### src/rtl/llr_consts.svh
// Register offsets, field positions, reset values and timing counts.
`ifndef LLR_CONSTS_SVH
`define LLR_CONSTS_SVH
`define LLR_ADDR_CTRL 8'h00
`define LLR_ADDR_LEVEL 8'h04
`define LLR_ADDR_REV 8'h08
`define LLR_ADDR_RATE 8'h0c
`define LLR_ADDR_DEB 8'h10
`define LLR_ADDR_STAT 8'h14
`define LLR_CTRL_EXT 0
`define LLR_CTRL_OUTEN 1
`define LLR_CTRL_TYPE 2
`define LLR_CTRL_NC 3
`define LLR_CTRL_ILK 4
`define LLR_FA 0
`define LLR_FB 8
`define LLR_FC 16
`define LLR_MASK_CTRL 32'h0000_001f
`define LLR_MASK_LEVEL 32'h007f_7f7f
`define LLR_MASK_REV 32'h0000_7f7f
`define LLR_MASK_RATE 32'h007f_7f3f
`define LLR_MASK_DEB 32'h0000_03ff
`define LLR_RST_CTRL 32'h0000_0000
`define LLR_RST_LEVEL 32'h000a_320a
`define LLR_RST_REV 32'h0000_3232
`define LLR_RST_RATE 32'h003c_140a
`define LLR_RST_DEB 32'h0000_0064
`define LLR_RESP_OK 2'h0
`define LLR_RESP_ERR 2'h2
`define LLR_FULL_SPEED 7'h64
`define LLR_FULL_CURRENT 7'h7f
`define LLR_CLK_MHZ 200
`define LLR_TICK_US 1000
`define LLR_TICK_CYC (`LLR_TICK_US * `LLR_CLK_MHZ)
`define LLR_MS_PER_UNIT 14'h0064
`endif

### src/rtl/llr_pkg.sv
// Types shared by the drive supervisor.
package llr_pkg;
  typedef logic [6:0] llr_pct_type;
  typedef logic signed [7:0] llr_speed_type;
  typedef enum logic [3:0] {
    LLR_IDLE = 4'b0001,
    LLR_BRAKE = 4'b0010,
    LLR_RAMP = 4'b0100,
    LLR_HOLD = 4'b1000
  } llr_state_type;
endpackage : llr_pkg

### src/rtl/llr_supervisor.sv
// Drive supervisor: low-charge speed cap, lift lockout and emergency reverse.
//
// Implementation choices: the register offsets and the AXI4-Lite interface to the registers.
`timescale 1ns/1ps
`include "llr_consts.svh"
// Notes on behaviour
// - Charge below low level caps vehicle speed.
// - Low level zero disables the cap.
// - Capped speed is programmable, 10 to 100 percent.
// - Source setting picks lockout pin or charge.
// - Disabled lockout output never goes active.
// - Internal lockout while charge below threshold.
// - Type 0 pulls low, type 1 opens.
// - Emergency reverse speed is capped.
// - Emergency reverse ends after its time limit.
// - Time limit zero means no limit.
// - Forward motion brakes to stop at decel rate.
// - Too-fast reverse slows down to the cap.
// - Reverse accelerates at the accel rate.
// - Braking current capped while braking.
// - Contact type sets belly switch polarity.
// - Interlock forces zero throttle until switch cycles.
// - Interlock switch debounced, 0 to 1000 ms.
module llr_supervisor #(
  parameter int TICK_CYCLES = `LLR_TICK_CYC
) (
  // Clock and reset.
  input wire logic ref_clk_i,
  input wire logic sys_rst_i,
  // AXI4-Lite write address and data.
  input wire logic s_axi_awvalid_i,
  output logic s_axi_awready_o,
  input wire logic [7:0] s_axi_awaddr_i,
  input wire logic [2:0] s_axi_awprot_i,
  input wire logic s_axi_wvalid_i,
  output logic s_axi_wready_o,
  input wire logic [31:0] s_axi_wdata_i,
  input wire logic [3:0] s_axi_wstrb_i,
  // AXI4-Lite write response.
  output logic s_axi_bvalid_o,
  input wire logic s_axi_bready_i,
  output logic [1:0] s_axi_bresp_o,
  // AXI4-Lite read.
  input wire logic s_axi_arvalid_i,
  output logic s_axi_arready_o,
  input wire logic [7:0] s_axi_araddr_i,
  input wire logic [2:0] s_axi_arprot_i,
  output logic s_axi_rvalid_o,
  input wire logic s_axi_rready_i,
  output logic [31:0] s_axi_rdata_o,
  output logic [1:0] s_axi_rresp_o,
  // Vehicle state.
  input wire llr_pkg::llr_pct_type charge_estimate_i,
  input wire llr_pkg::llr_speed_type throttle_i,
  input wire llr_pkg::llr_speed_type motor_speed_i,
  // Operator pins.
  input wire logic belly_switch_i,
  input wire logic interlock_switch_i,
  input wire logic ext_lockout_i,
  // Drive commands.
  output llr_pkg::llr_speed_type speed_cmd_o,
  output llr_pkg::llr_pct_type speed_cap_o,
  output llr_pkg::llr_pct_type brake_current_cap_o,
  output logic emergency_reverse_o,
  output logic throttle_inhibit_o,
  // Open-drain lift inhibit pin.
  output logic lockout_pin_o,
  output logic lockout_pin_oe_o
);
  import llr_pkg::*;

  localparam int TW = $clog2(TICK_CYCLES);

  logic [31:0] ctrl_reg;
  logic [31:0] level_reg;
  logic [31:0] rev_reg;
  logic [31:0] rate_reg;
  logic [31:0] deb_reg;
  llr_state_type state;
  llr_state_type next_state;
  llr_speed_type next_speed_cmd;
  llr_speed_type floor_q;
  logic [TW-1:0] tick_cnt;
  logic [6:0] ramp_cnt;
  logic [13:0] time_cnt;
  logic belly_q;
  logic seen_off;
  logic lock_active;
  logic [2:0] pins_s;
  logic ilk_clean;

  // Configuration fields.
  wire ext_src = ctrl_reg[`LLR_CTRL_EXT];
  wire out_en = ctrl_reg[`LLR_CTRL_OUTEN];
  wire out_type = ctrl_reg[`LLR_CTRL_TYPE];
  wire belly_nc = ctrl_reg[`LLR_CTRL_NC];
  wire ilk_en = ctrl_reg[`LLR_CTRL_ILK];
  wire [6:0] low_level = level_reg[`LLR_FA +: 7];
  wire [6:0] low_cap = level_reg[`LLR_FB +: 7];
  wire [6:0] lock_thr = level_reg[`LLR_FC +: 7];
  wire [6:0] rev_cap = rev_reg[`LLR_FA +: 7];
  wire [6:0] rev_time = rev_reg[`LLR_FB +: 7];
  wire [6:0] decel_rate = {1'b0, rate_reg[`LLR_FA +: 6]};
  wire [6:0] accel_rate = rate_reg[`LLR_FB +: 7];
  wire [6:0] brake_max = rate_reg[`LLR_FC +: 7];

  // Millisecond tick for all timed behaviour.
  wire tick = tick_cnt == TW'(TICK_CYCLES - 1);
  always_ff @(posedge ref_clk_i or posedge sys_rst_i) begin
    if (sys_rst_i) begin
      tick_cnt <= '0;
    end else begin
      tick_cnt <= tick ? '0 : tick_cnt + 1'b1;
    end
  end

  // Pin synchronisers and interlock debounce.
  llr_sync #(
    .WIDTH(3)
  ) u_sync (
    .ref_clk_i(ref_clk_i),
    .sys_rst_i(sys_rst_i),
    .async_i({belly_switch_i, interlock_switch_i, ext_lockout_i}),
    .sync_o(pins_s)
  );

  llr_debounce #(
    .DW(10)
  ) u_debounce (
    .ref_clk_i(ref_clk_i),
    .sys_rst_i(sys_rst_i),
    .tick_i(tick),
    .delay_i(deb_reg[9:0]),
    .raw_i(pins_s[1]),
    .clean_o(ilk_clean)
  );

  // Low-charge speed cap and lift lockout.
  wire low_active = (low_level != 7'h00) && (charge_estimate_i < low_level);
  wire [6:0] next_speed_cap = low_active ? low_cap : `LLR_FULL_SPEED;
  wire lock_int = charge_estimate_i < lock_thr;
  wire lock_trig = ext_src ? pins_s[0] : lock_int;
  wire next_lock_active = out_en & lock_trig;
  wire next_lock_oe = next_lock_active ^ out_type;

  // Belly switch press and emergency reverse start.
  wire belly_press = belly_nc ? ~pins_s[2] : pins_s[2];
  wire rev_start = belly_press & ~belly_q & (state == LLR_IDLE);
  wire signed [7:0] cap_floor = -$signed({1'b0, rev_cap});
  wire rev_fast = motor_speed_i < cap_floor;

  // Ramp stepping: one percent per rate-setting milliseconds.
  wire [6:0] rate_sel = (state == LLR_BRAKE) ? decel_rate : accel_rate;
  wire step = tick && (ramp_cnt + 7'h01 >= rate_sel);
  wire fwd_brake = (state == LLR_BRAKE) && (speed_cmd_o > 8'sh00);
  wire signed [7:0] tgt = fwd_brake ? 8'sh00 : floor_q;

  // Time limit runs only while the vehicle moves in reverse.
  wire [13:0] time_lim = {7'h00, rev_time} * `LLR_MS_PER_UNIT;
  wire limited = rev_time != 7'h00;
  wire expire = limited && (time_cnt >= time_lim);
  wire rev_end = expire || (!limited && !belly_press);

  // Normal drive: throttle, forced to zero by the interlock, clamped to the cap.
  wire signed [7:0] cap_s = $signed({1'b0, speed_cap_o});
  wire signed [7:0] thr = throttle_inhibit_o ? 8'sh00 : throttle_i;
  wire signed [7:0] thr_hi = (thr > cap_s) ? cap_s : thr;
  wire signed [7:0] thr_cl = (thr_hi < -cap_s) ? -cap_s : thr_hi;

  always_comb begin
    next_state = state;
    case (state)
      LLR_IDLE: begin
        if (rev_start) begin
          next_state = (motor_speed_i > 8'sh00 || rev_fast) ? LLR_BRAKE : LLR_RAMP;
        end
      end
      LLR_BRAKE: begin
        if (rev_end) begin
          next_state = LLR_IDLE;
        end else if (speed_cmd_o == 8'sh00 || speed_cmd_o == floor_q) begin
          next_state = LLR_RAMP;
        end
      end
      LLR_RAMP: begin
        if (rev_end) begin
          next_state = LLR_IDLE;
        end else if (speed_cmd_o == floor_q) begin
          next_state = LLR_HOLD;
        end
      end
      LLR_HOLD: begin
        if (rev_end) begin
          next_state = LLR_IDLE;
        end
      end
      default: begin
        next_state = LLR_IDLE;
      end
    endcase
  end

  always_comb begin
    next_speed_cmd = speed_cmd_o;
    if (state == LLR_IDLE) begin
      next_speed_cmd = rev_start ? motor_speed_i : thr_cl;
    end else if (step && speed_cmd_o < tgt) begin
      next_speed_cmd = speed_cmd_o + 8'sh01;
    end else if (step && speed_cmd_o > tgt) begin
      next_speed_cmd = speed_cmd_o - 8'sh01;
    end
  end

  wire [6:0] next_brake_cap = (next_state == LLR_BRAKE) ? brake_max : `LLR_FULL_CURRENT;

  always_ff @(posedge ref_clk_i or posedge sys_rst_i) begin
    if (sys_rst_i) begin
      state <= LLR_IDLE;
      speed_cmd_o <= 8'sh00;
      floor_q <= 8'sh00;
      belly_q <= 1'b0;
      emergency_reverse_o <= 1'b0;
      brake_current_cap_o <= `LLR_FULL_CURRENT;
    end else begin
      state <= next_state;
      speed_cmd_o <= next_speed_cmd;
      floor_q <= rev_start ? cap_floor : floor_q;
      belly_q <= belly_press;
      emergency_reverse_o <= next_state != LLR_IDLE;
      brake_current_cap_o <= next_brake_cap;
    end
  end

  always_ff @(posedge ref_clk_i or posedge sys_rst_i) begin
    if (sys_rst_i) begin
      ramp_cnt <= 7'h00;
      time_cnt <= 14'h0000;
    end else begin
      ramp_cnt <= (state == LLR_IDLE || step) ? 7'h00 : ramp_cnt + {6'h00, tick};
      if (state == LLR_IDLE) begin
        time_cnt <= 14'h0000;
      end else if (tick && motor_speed_i < 8'sh00 && !expire) begin
        time_cnt <= time_cnt + 14'h0001;
      end
    end
  end

  // Interlock: a new activation re-arms it even while it is being cleared.
  always_ff @(posedge ref_clk_i or posedge sys_rst_i) begin
    if (sys_rst_i) begin
      throttle_inhibit_o <= 1'b0;
      seen_off <= 1'b0;
    end else if (rev_start && ilk_en) begin
      throttle_inhibit_o <= 1'b1;
      seen_off <= 1'b0;
    end else if (!ilk_en) begin
      throttle_inhibit_o <= 1'b0;
      seen_off <= 1'b0;
    end else if (throttle_inhibit_o && !ilk_clean) begin
      seen_off <= 1'b1;
    end else if (seen_off && ilk_clean) begin
      throttle_inhibit_o <= 1'b0;
      seen_off <= 1'b0;
    end
  end

  // Speed cap and lift inhibit outputs.
  always_ff @(posedge ref_clk_i or posedge sys_rst_i) begin
    if (sys_rst_i) begin
      speed_cap_o <= `LLR_FULL_SPEED;
      lock_active <= 1'b0;
      lockout_pin_oe_o <= 1'b0;
    end else begin
      speed_cap_o <= next_speed_cap;
      lock_active <= next_lock_active;
      lockout_pin_oe_o <= next_lock_oe;
    end
  end
  assign lockout_pin_o = 1'b0;

  // AXI4-Lite slave: address and data are held until both are present.
  logic aw_hold;
  logic w_hold;
  logic [7:0] aw_addr;
  logic [31:0] w_data;
  logic [3:0] w_strb;
  logic [31:0] wmask;
  logic [31:0] rd_val;
  logic rd_hit;

  assign s_axi_awready_o = ~aw_hold;
  assign s_axi_wready_o = ~w_hold;
  assign s_axi_arready_o = ~s_axi_rvalid_o;
  wire aw_take = s_axi_awvalid_i & ~aw_hold;
  wire w_take = s_axi_wvalid_i & ~w_hold;
  wire ar_take = s_axi_arvalid_i & ~s_axi_rvalid_o;
  wire wr_do = aw_hold & w_hold & ~s_axi_bvalid_o;
  wire wr_ctrl = wr_do && aw_addr == `LLR_ADDR_CTRL;
  wire wr_level = wr_do && aw_addr == `LLR_ADDR_LEVEL;
  wire wr_rev = wr_do && aw_addr == `LLR_ADDR_REV;
  wire wr_rate = wr_do && aw_addr == `LLR_ADDR_RATE;
  wire wr_deb = wr_do && aw_addr == `LLR_ADDR_DEB;
  wire wr_hit = wr_ctrl | wr_level | wr_rev | wr_rate | wr_deb;

  for (genvar b = 0; b < 4; b++) begin : g_lane
    assign wmask[8*b +: 8] = {8{w_strb[b]}};
  end

  function automatic logic [31:0] llr_merge(input logic [31:0] old);
    return (old & ~wmask) | (w_data & wmask);
  endfunction : llr_merge

  always_ff @(posedge ref_clk_i or posedge sys_rst_i) begin
    if (sys_rst_i) begin
      aw_hold <= 1'b0;
      w_hold <= 1'b0;
      aw_addr <= 8'h00;
      w_data <= 32'h0000_0000;
      w_strb <= 4'h0;
      s_axi_bvalid_o <= 1'b0;
      s_axi_bresp_o <= `LLR_RESP_OK;
    end else begin
      if (aw_take) begin
        aw_hold <= 1'b1;
        aw_addr <= s_axi_awaddr_i;
      end else if (wr_do) begin
        aw_hold <= 1'b0;
      end
      if (w_take) begin
        w_hold <= 1'b1;
        w_data <= s_axi_wdata_i;
        w_strb <= s_axi_wstrb_i;
      end else if (wr_do) begin
        w_hold <= 1'b0;
      end
      if (wr_do) begin
        s_axi_bvalid_o <= 1'b1;
        s_axi_bresp_o <= wr_hit ? `LLR_RESP_OK : `LLR_RESP_ERR;
      end else if (s_axi_bready_i) begin
        s_axi_bvalid_o <= 1'b0;
      end
    end
  end

  always_ff @(posedge ref_clk_i or posedge sys_rst_i) begin
    if (sys_rst_i) begin
      ctrl_reg <= `LLR_RST_CTRL;
      level_reg <= `LLR_RST_LEVEL;
      rev_reg <= `LLR_RST_REV;
      rate_reg <= `LLR_RST_RATE;
      deb_reg <= `LLR_RST_DEB;
    end else begin
      ctrl_reg <= wr_ctrl ? llr_merge(ctrl_reg) & `LLR_MASK_CTRL : ctrl_reg;
      level_reg <= wr_level ? llr_merge(level_reg) & `LLR_MASK_LEVEL : level_reg;
      rev_reg <= wr_rev ? llr_merge(rev_reg) & `LLR_MASK_REV : rev_reg;
      rate_reg <= wr_rate ? llr_merge(rate_reg) & `LLR_MASK_RATE : rate_reg;
      deb_reg <= wr_deb ? llr_merge(deb_reg) & `LLR_MASK_DEB : deb_reg;
    end
  end

  wire [31:0] status = {8'h00, 1'b0, speed_cap_o, 1'b0, charge_estimate_i, 4'h0,
                        throttle_inhibit_o, emergency_reverse_o, lock_active, low_active};

  always_comb begin
    rd_hit = 1'b1;
    case (s_axi_araddr_i)
      `LLR_ADDR_CTRL: rd_val = ctrl_reg;
      `LLR_ADDR_LEVEL: rd_val = level_reg;
      `LLR_ADDR_REV: rd_val = rev_reg;
      `LLR_ADDR_RATE: rd_val = rate_reg;
      `LLR_ADDR_DEB: rd_val = deb_reg;
      `LLR_ADDR_STAT: rd_val = status;
      default: begin
        rd_val = 32'h0000_0000;
        rd_hit = 1'b0;
      end
    endcase
  end

  always_ff @(posedge ref_clk_i or posedge sys_rst_i) begin
    if (sys_rst_i) begin
      s_axi_rvalid_o <= 1'b0;
      s_axi_rdata_o <= 32'h0000_0000;
      s_axi_rresp_o <= `LLR_RESP_OK;
    end else if (ar_take) begin
      s_axi_rvalid_o <= 1'b1;
      s_axi_rdata_o <= rd_val;
      s_axi_rresp_o <= rd_hit ? `LLR_RESP_OK : `LLR_RESP_ERR;
    end else if (s_axi_rready_i) begin
      s_axi_rvalid_o <= 1'b0;
    end
  end
endmodule : llr_supervisor

### src/rtl/llr_sync.sv
// Two-flop synchroniser for pin levels.
`timescale 1ns/1ps
module llr_sync #(
  parameter int WIDTH = 1
) (
  // Clock and reset.
  input wire logic ref_clk_i,
  input wire logic sys_rst_i,
  // Levels.
  input wire logic [WIDTH-1:0] async_i,
  output logic [WIDTH-1:0] sync_o
);
  logic [WIDTH-1:0] stage;
  always_ff @(posedge ref_clk_i or posedge sys_rst_i) begin
    if (sys_rst_i) begin
      stage <= '0;
      sync_o <= '0;
    end else begin
      stage <= async_i;
      sync_o <= stage;
    end
  end
endmodule : llr_sync

### src/rtl/llr_debounce.sv
// Debounce filter for a synchronised switch level, timed in millisecond ticks.
`timescale 1ns/1ps
module llr_debounce #(
  parameter int DW = 10
) (
  // Clock and reset.
  input wire logic ref_clk_i,
  input wire logic sys_rst_i,
  // Timing.
  input wire logic tick_i,
  input wire logic [DW-1:0] delay_i,
  // Switch level.
  input wire logic raw_i,
  output logic clean_o
);
  logic [DW-1:0] cnt;
  wire differ = raw_i != clean_o;
  wire settle = differ && (cnt >= delay_i);
  always_ff @(posedge ref_clk_i or posedge sys_rst_i) begin
    if (sys_rst_i) begin
      cnt <= '0;
      clean_o <= 1'b0;
    end else begin
      clean_o <= settle ? raw_i : clean_o;
      cnt <= (!differ || settle) ? '0 : (tick_i ? cnt + 1'b1 : cnt);
    end
  end
endmodule : llr_debounce

### config.mk
export PLATFORM = sky130hd
export DESIGN_NAME = llr_supervisor
export DESIGN_NICKNAME = d
export VERILOG_FILES = /design/src/rtl/llr_pkg.sv /design/src/rtl/llr_supervisor.sv /design/src/rtl/llr_sync.sv /design/src/rtl/llr_debounce.sv
export VERILOG_INCLUDE_DIRS = /design/src /design/src/rtl
export SDC_FILE = /design/constraint.sdc
export NUM_CORES = 1
export LEC_CHECK = 0
export ABC_AREA = 1
export ABC_CLOCK_PERIOD_IN_PS = 8900
export BUFFER_PORTS_ARGS = -buffer_cell sky130_fd_sc_hd__buf_2
export CORE_MARGIN = 1.5
export CORE_UTILIZATION = 40
export DETAILED_ROUTE_END_ITERATION = 7
export PLACE_DENSITY_LB_ADDON = 0.08
export SYNTH_ARGS = -nofsm -noshare
export SYNTH_HDL_FRONTEND = slang
export SYNTH_SLANG_ARGS = --single-unit
### constraint.sdc
create_clock -name ref_clk_i -period 8.9 [get_ports ref_clk_i]
set_input_delay 0 -clock ref_clk_i [delete_from_list [all_inputs] [get_ports ref_clk_i]]
set_output_delay 0 -clock ref_clk_i [all_outputs]
set_load 0.02 [all_outputs]
Word-level counts from Yosys, hierarchy flattened --
Index checks and enable logic that the tools add are counted. Widths: inputs -> output; s select.
Word-level totals: register bits 240, latch bits 0, bits in writable memories 0, ROM bits 0, bits of input ports 91, output and inout port bits 67, logic and storage cells 195, memories kept 0
Cells by class: add/subtract/negate cells 9, multipliers 1, divide/modulo/power cells 0, $lt $le $gt $ge 13, equal/unequal tests 21, shift operators 0, multiplexer cells 45, bitwise gates (word level) 31, reduce and logical (&&, ||, !) cells 42
Operators by type and width (number):
- $pmux 23 s6 | 1
- $and 23x23->23 | 3
- $mux 8 | 8
- $or 23x23->23 | 2
- $eq 8x4->1 const B | 4
- $mux 14 | 2
- $mux 7 | 4
- $eq 8x5->1 const B | 3
- $logic_not 8->1 | 3
- $lt 8x8->1 | 3
- $mux 4 | 6
- $not 23->23 | 1
- $mux 10 | 2
- $add 18x1->18 const B | 1
- $eq 18x18->1 const B | 1
- $logic_and 1x1->1 | 18
- $mux 18 | 1
- $mux 1 | 17
- $eq 8x3->1 const B | 2
- $gt 8x1->1 const B | 2
- $gt 8x8->1 | 2
- $neg 7->8 | 2
- $pmux 4 s4 | 1
- $and 15x15->15 | 1
- 39 further kinds | 72

Logic depth before layout (Yosys ltp) --
depth in word-level cells 9, mapped depth 28, mapped depth without buffers 28

Modules after synthesis --
A second synthesis with hierarchy kept.
Second synthesis, totals: cells, all modules 1618, area, all modules 13409.1 um^2
Modules (own cells, without submodules):
- llr_supervisor | instances 1, cells each 1507, area an instance 12435.7 um^2, sequential area each 5298.8 um^2
- llr_debounce | instances 1, cells each 104, area an instance 819.5 um^2, sequential area each 275.3 um^2
- llr_sync | instances 1, cells each 7, area an instance 153.9 um^2, sequential area each 150.1 um^2

Least setup slack after synthesis --
Ideal clock, no wire load.
kind reg2reg, start register with a tool-made name, end register brake_current_cap_o[0], setup time 0.097 ns, arrival time 4.016 ns, required time 8.803 ns, setup slack 4.788 ns, stages on the path, launching flop included 23, path buffers 0, clock period less this slack 4.112 ns, path through dfrtp_1 -> inv_1 -> ha_1 -> ha_1 -> fa_1 -> ha_1 -> a21oi_1 -> nand2_1 -> a21oi_1 -> o21bai_1 -> nand2_1 -> nand2_1 -> a21oi_1 -> xor2_1 -> ha_1 -> a21oi_1 -> o21ai_0 -> a21oi_1 -> nand3_1 -> nand2_1 -> o21ai_1 -> o31ai_2 -> nand2_1
RTL lines:
- end signal: assignment | RTL line llr_supervisor.sv:223 | brake_current_cap_o <= `LLR_FULL_CURRENT;
- end signal: assignment | RTL line llr_supervisor.sv:230 | brake_current_cap_o <= next_brake_cap;
- end: declaration | RTL line llr_supervisor.sv:63 | output llr_pkg::llr_pct_type brake_current_cap_o,

==> metrics.csv <==
metric;value;unit
grt_antenna_before_repair;0;
post_cts_resized;0;
comb_power_share;0.329;
dieWidth;185.0;µm
power.internal;2.270;mW
timing_worst_slew_pin_value;0.9709;ns
drcViolationCount;0;
number_of_iterations_in_the_first_detailed_routing_pass;5;
switching_share;0.3730;
vias;11215;
yosys_warnings;0;
grt.overflow.total;0;
routed_via_density;5.047;
power.static_leakage;7.466;nW
antennaDiodeCount;0;
finish.utilization;0.4815;
grt_first_pass_wirelength;58230;µm
ant_nets;0;
detail_route.wl_per_cell;16.56;µm
post_dp_cell_area;14320;µm²
placement_rows;66;
io_pins;158;
cp.arrival;5.50;ns
floorplan.initialDensity;0.4073;
worstSetupStartpointType;flip-flop;
netlist_top_cells_count;nand2_1 (272), inv_1 (219), dfrtp_1 (192), o21ai_0 (148), nor2_1 (114);
clock-skew-final;0.01436;ns
cts_tree;yes;
num-nets-final;1968;
synth_enable_flop_cells;0;
netlist.area_leader.share;0.3625;
clock_power_share;0.286;
post-layout-total-power;3.621;mW
clockRootBuffer;clkbuf_16;
place.port_buffers;127;
clk_path_buf_depth;3;
timing.final.crit_period;5.093;ns
routed_wl;36790;µm
clock_sinks;227;
die_h;185.0;µm
fmax;196.3;MHz
stdcell_area;15670;µm²
cts_post_setup_buffers_inserted;0;
synth_cells;1579;
seqPwrFrac;0.385;
n_fill_cell;3272;
post_synth_main_area_contributors;dfrtp_1 (36%), ha_1 (11%), nand2_1 (7.7%);
cts_htree_levels;1;
power.switching;1.351;mW
final.hold.worst_slack;0.008571;ns
max-slew-margin-rel;0.3467;
min_period_over_period;0.5723;
cts_hold_buf;54;
setup-violations-final;0;
grt_pass1_vias;10706;
detail_route.iter0.violations;700;
avgSynthCellArea;8.393;µm²
grt_setup_unrepaired;no;
asyncSetResetFlopFracSynth;1.000;
cts_bufs_inserted;25;
dp.final_hpwl;27840;µm
gp_routability_congestion;0.8680;
synth_cell_type_count;56;
ys.flop_type;dfrtp_1;
cp_data_required_time;9.31;ns
run_status;complete, no violations;
die-area;34230;µm²
finalHoldViolCount;0;
cts.clk_slew.worst_paths;0.06;ns
timing.setup.critical_path_class;reg -> reg;
endpoint_kind;flip-flop;
flip_flop_and_latch_count_after_synthesis;227;
crit_fanout;8;
totalNegativeSetupSlack;0;ns
power_density;231.1;nW/µm²
vdd.ir_drop.worst;0.0002073;V
cap_violations;0;
syn_to_final_growth;18.20;%
mappedNetlistArea;13250;µm²
track_usage;0.2181;
seq_area_frac_synth;0.4319;
min-delay-path-class;in -> reg;
final_max_slew_viol_count;0;
yosys.cell_count.top_type;nand2_1;
post-synth-top-area-cell;dfrtp_1;
drive_gt1_frac;0.1612;
coreArea;32540;µm²
clkLatencyLatePin;0.53;ns
largest_net_degree_at_the_start_of_global_routing;102;
[layout make-up]
cell class              instances  area, µm²  share of cell area
clock buffers                  39      718.2             0.04585
clock inverters                 7      88.84            0.005671
inverters                     240      908.4             0.05799
multi-input cells            1081       6459              0.4123
flip-flops and latches        227       5724              0.3654
well taps                     442      553.0             0.03530
repair buffers                186       1214             0.07748
[kinds of logic (layout without fill, tap and decap cells)]
group                      after synthesis  count (layout)  synth area share
other                                    1              13         0.0002830
AOI/OAI and AO/OA                      330             330            0.1385
DFF                                    227             227            0.4319
muxes                                   11              11          0.009158
and+or+nand+nor                        573             573            0.1995
buffers and inverters                  283             472           0.08431
adders and majority gates              116             116            0.1112
xor gates and xnor gates                38              38           0.02511
[critical path, cell delays in order (launching register included)]
cell,delay (ns)
dfrtp_1,0.44
inv_1,0.11
ha_1,0.29
ha_1,0.31
fa_1,0.47
ha_1,0.36
a21oi_1,0.14
nand2_1,0.09
a21oi_1,0.14
o21bai_1,0.11
nand2_1,0.07
nand2_1,0.05
a21oi_1,0.16
xor2_1,0.18
ha_1,0.27
a21oi_1,0.15
o21ai_0,0.10
a21oi_1,0.12
nand3_1,0.10
nand2_1,0.19
o21ai_1,0.18
o31ai_2,0.82
nand2_1,0.14
[through the flow]
| step | setup slack, ns | instances |
|---|---|---|
| 2_1_floorplan | 2.738 | 1591 |
| 3_3_place_gp | 3.899 | 2122 |
| 3_5_place_dp | 3.912 | 2122 |
| 4_1_cts | 3.868 | 2222 |
| 5_1_grt | 3.392 | 2222 |
| 6_report | 3.807 | 2222 |
[per-layer routing]
layer,vias to the layer above,track usage,part of all wire
met3,43,0.02871,0.048
met4,0,0.04455,0.015
li1,5593,-,-
met1,5298,0.3127,0.49
met2,281,0.3522,0.44
met5,-,0,0
[worst paths after layout]
kind / from / end / slack, ns / cells past startpoint
setup / recovery: flip-flop / brake_current_cap_o[0]$_DFF_PP1_ / 3.81 / 22
hold / removal: s_axi_araddr_i[0] / s_axi_rresp_o[1]$_DFFE_PP0P_ / 0.009 / 5
setup reg to reg: flip-flop / brake_current_cap_o[0]$_DFF_PP1_ / 3.81 / 22
hold reg to reg: u_sync.stage[0]$_DFF_PP0_ / u_sync.sync_o[0]$_DFF_PP0_ / 0.35 / 0
max in group asynchronous: sys_rst_i / tick_cnt[2]$_DFF_PP0_ / 6.63 / 5
min in group asynchronous: sys_rst_i / w_data[13]$_DFFE_PP0P_ / 0.13 / 3
[power by group through the flow]
stage	clock, mW	sequential [mW]	combinational [mW]
6_report	1.04	1.39	1.19
5_1_grt	1.10	1.41	1.36
4_1_cts	1.06	1.39	1.20
3_5_place_dp	0	1.41	1.18
3_3_place_gp	0	1.41	1.16
2_1_floorplan	0	1.41	0.810
[placed cells by master (no fill, tap or decap), types with 25 or more instances in the layout]
cell	count
dfrtp_1	192
xor2_1	26
nor3_1	30
ha_1	113
dlygate4sd3_1	54
o21ai_0	148
nor2_1	114
buf_2	127
a21oi_1	101
inv_1	218
nand3_1	67
clkbuf_16	25
dfstp_2	35
nand2_1	271
Power figures use the tool's default switching activity.
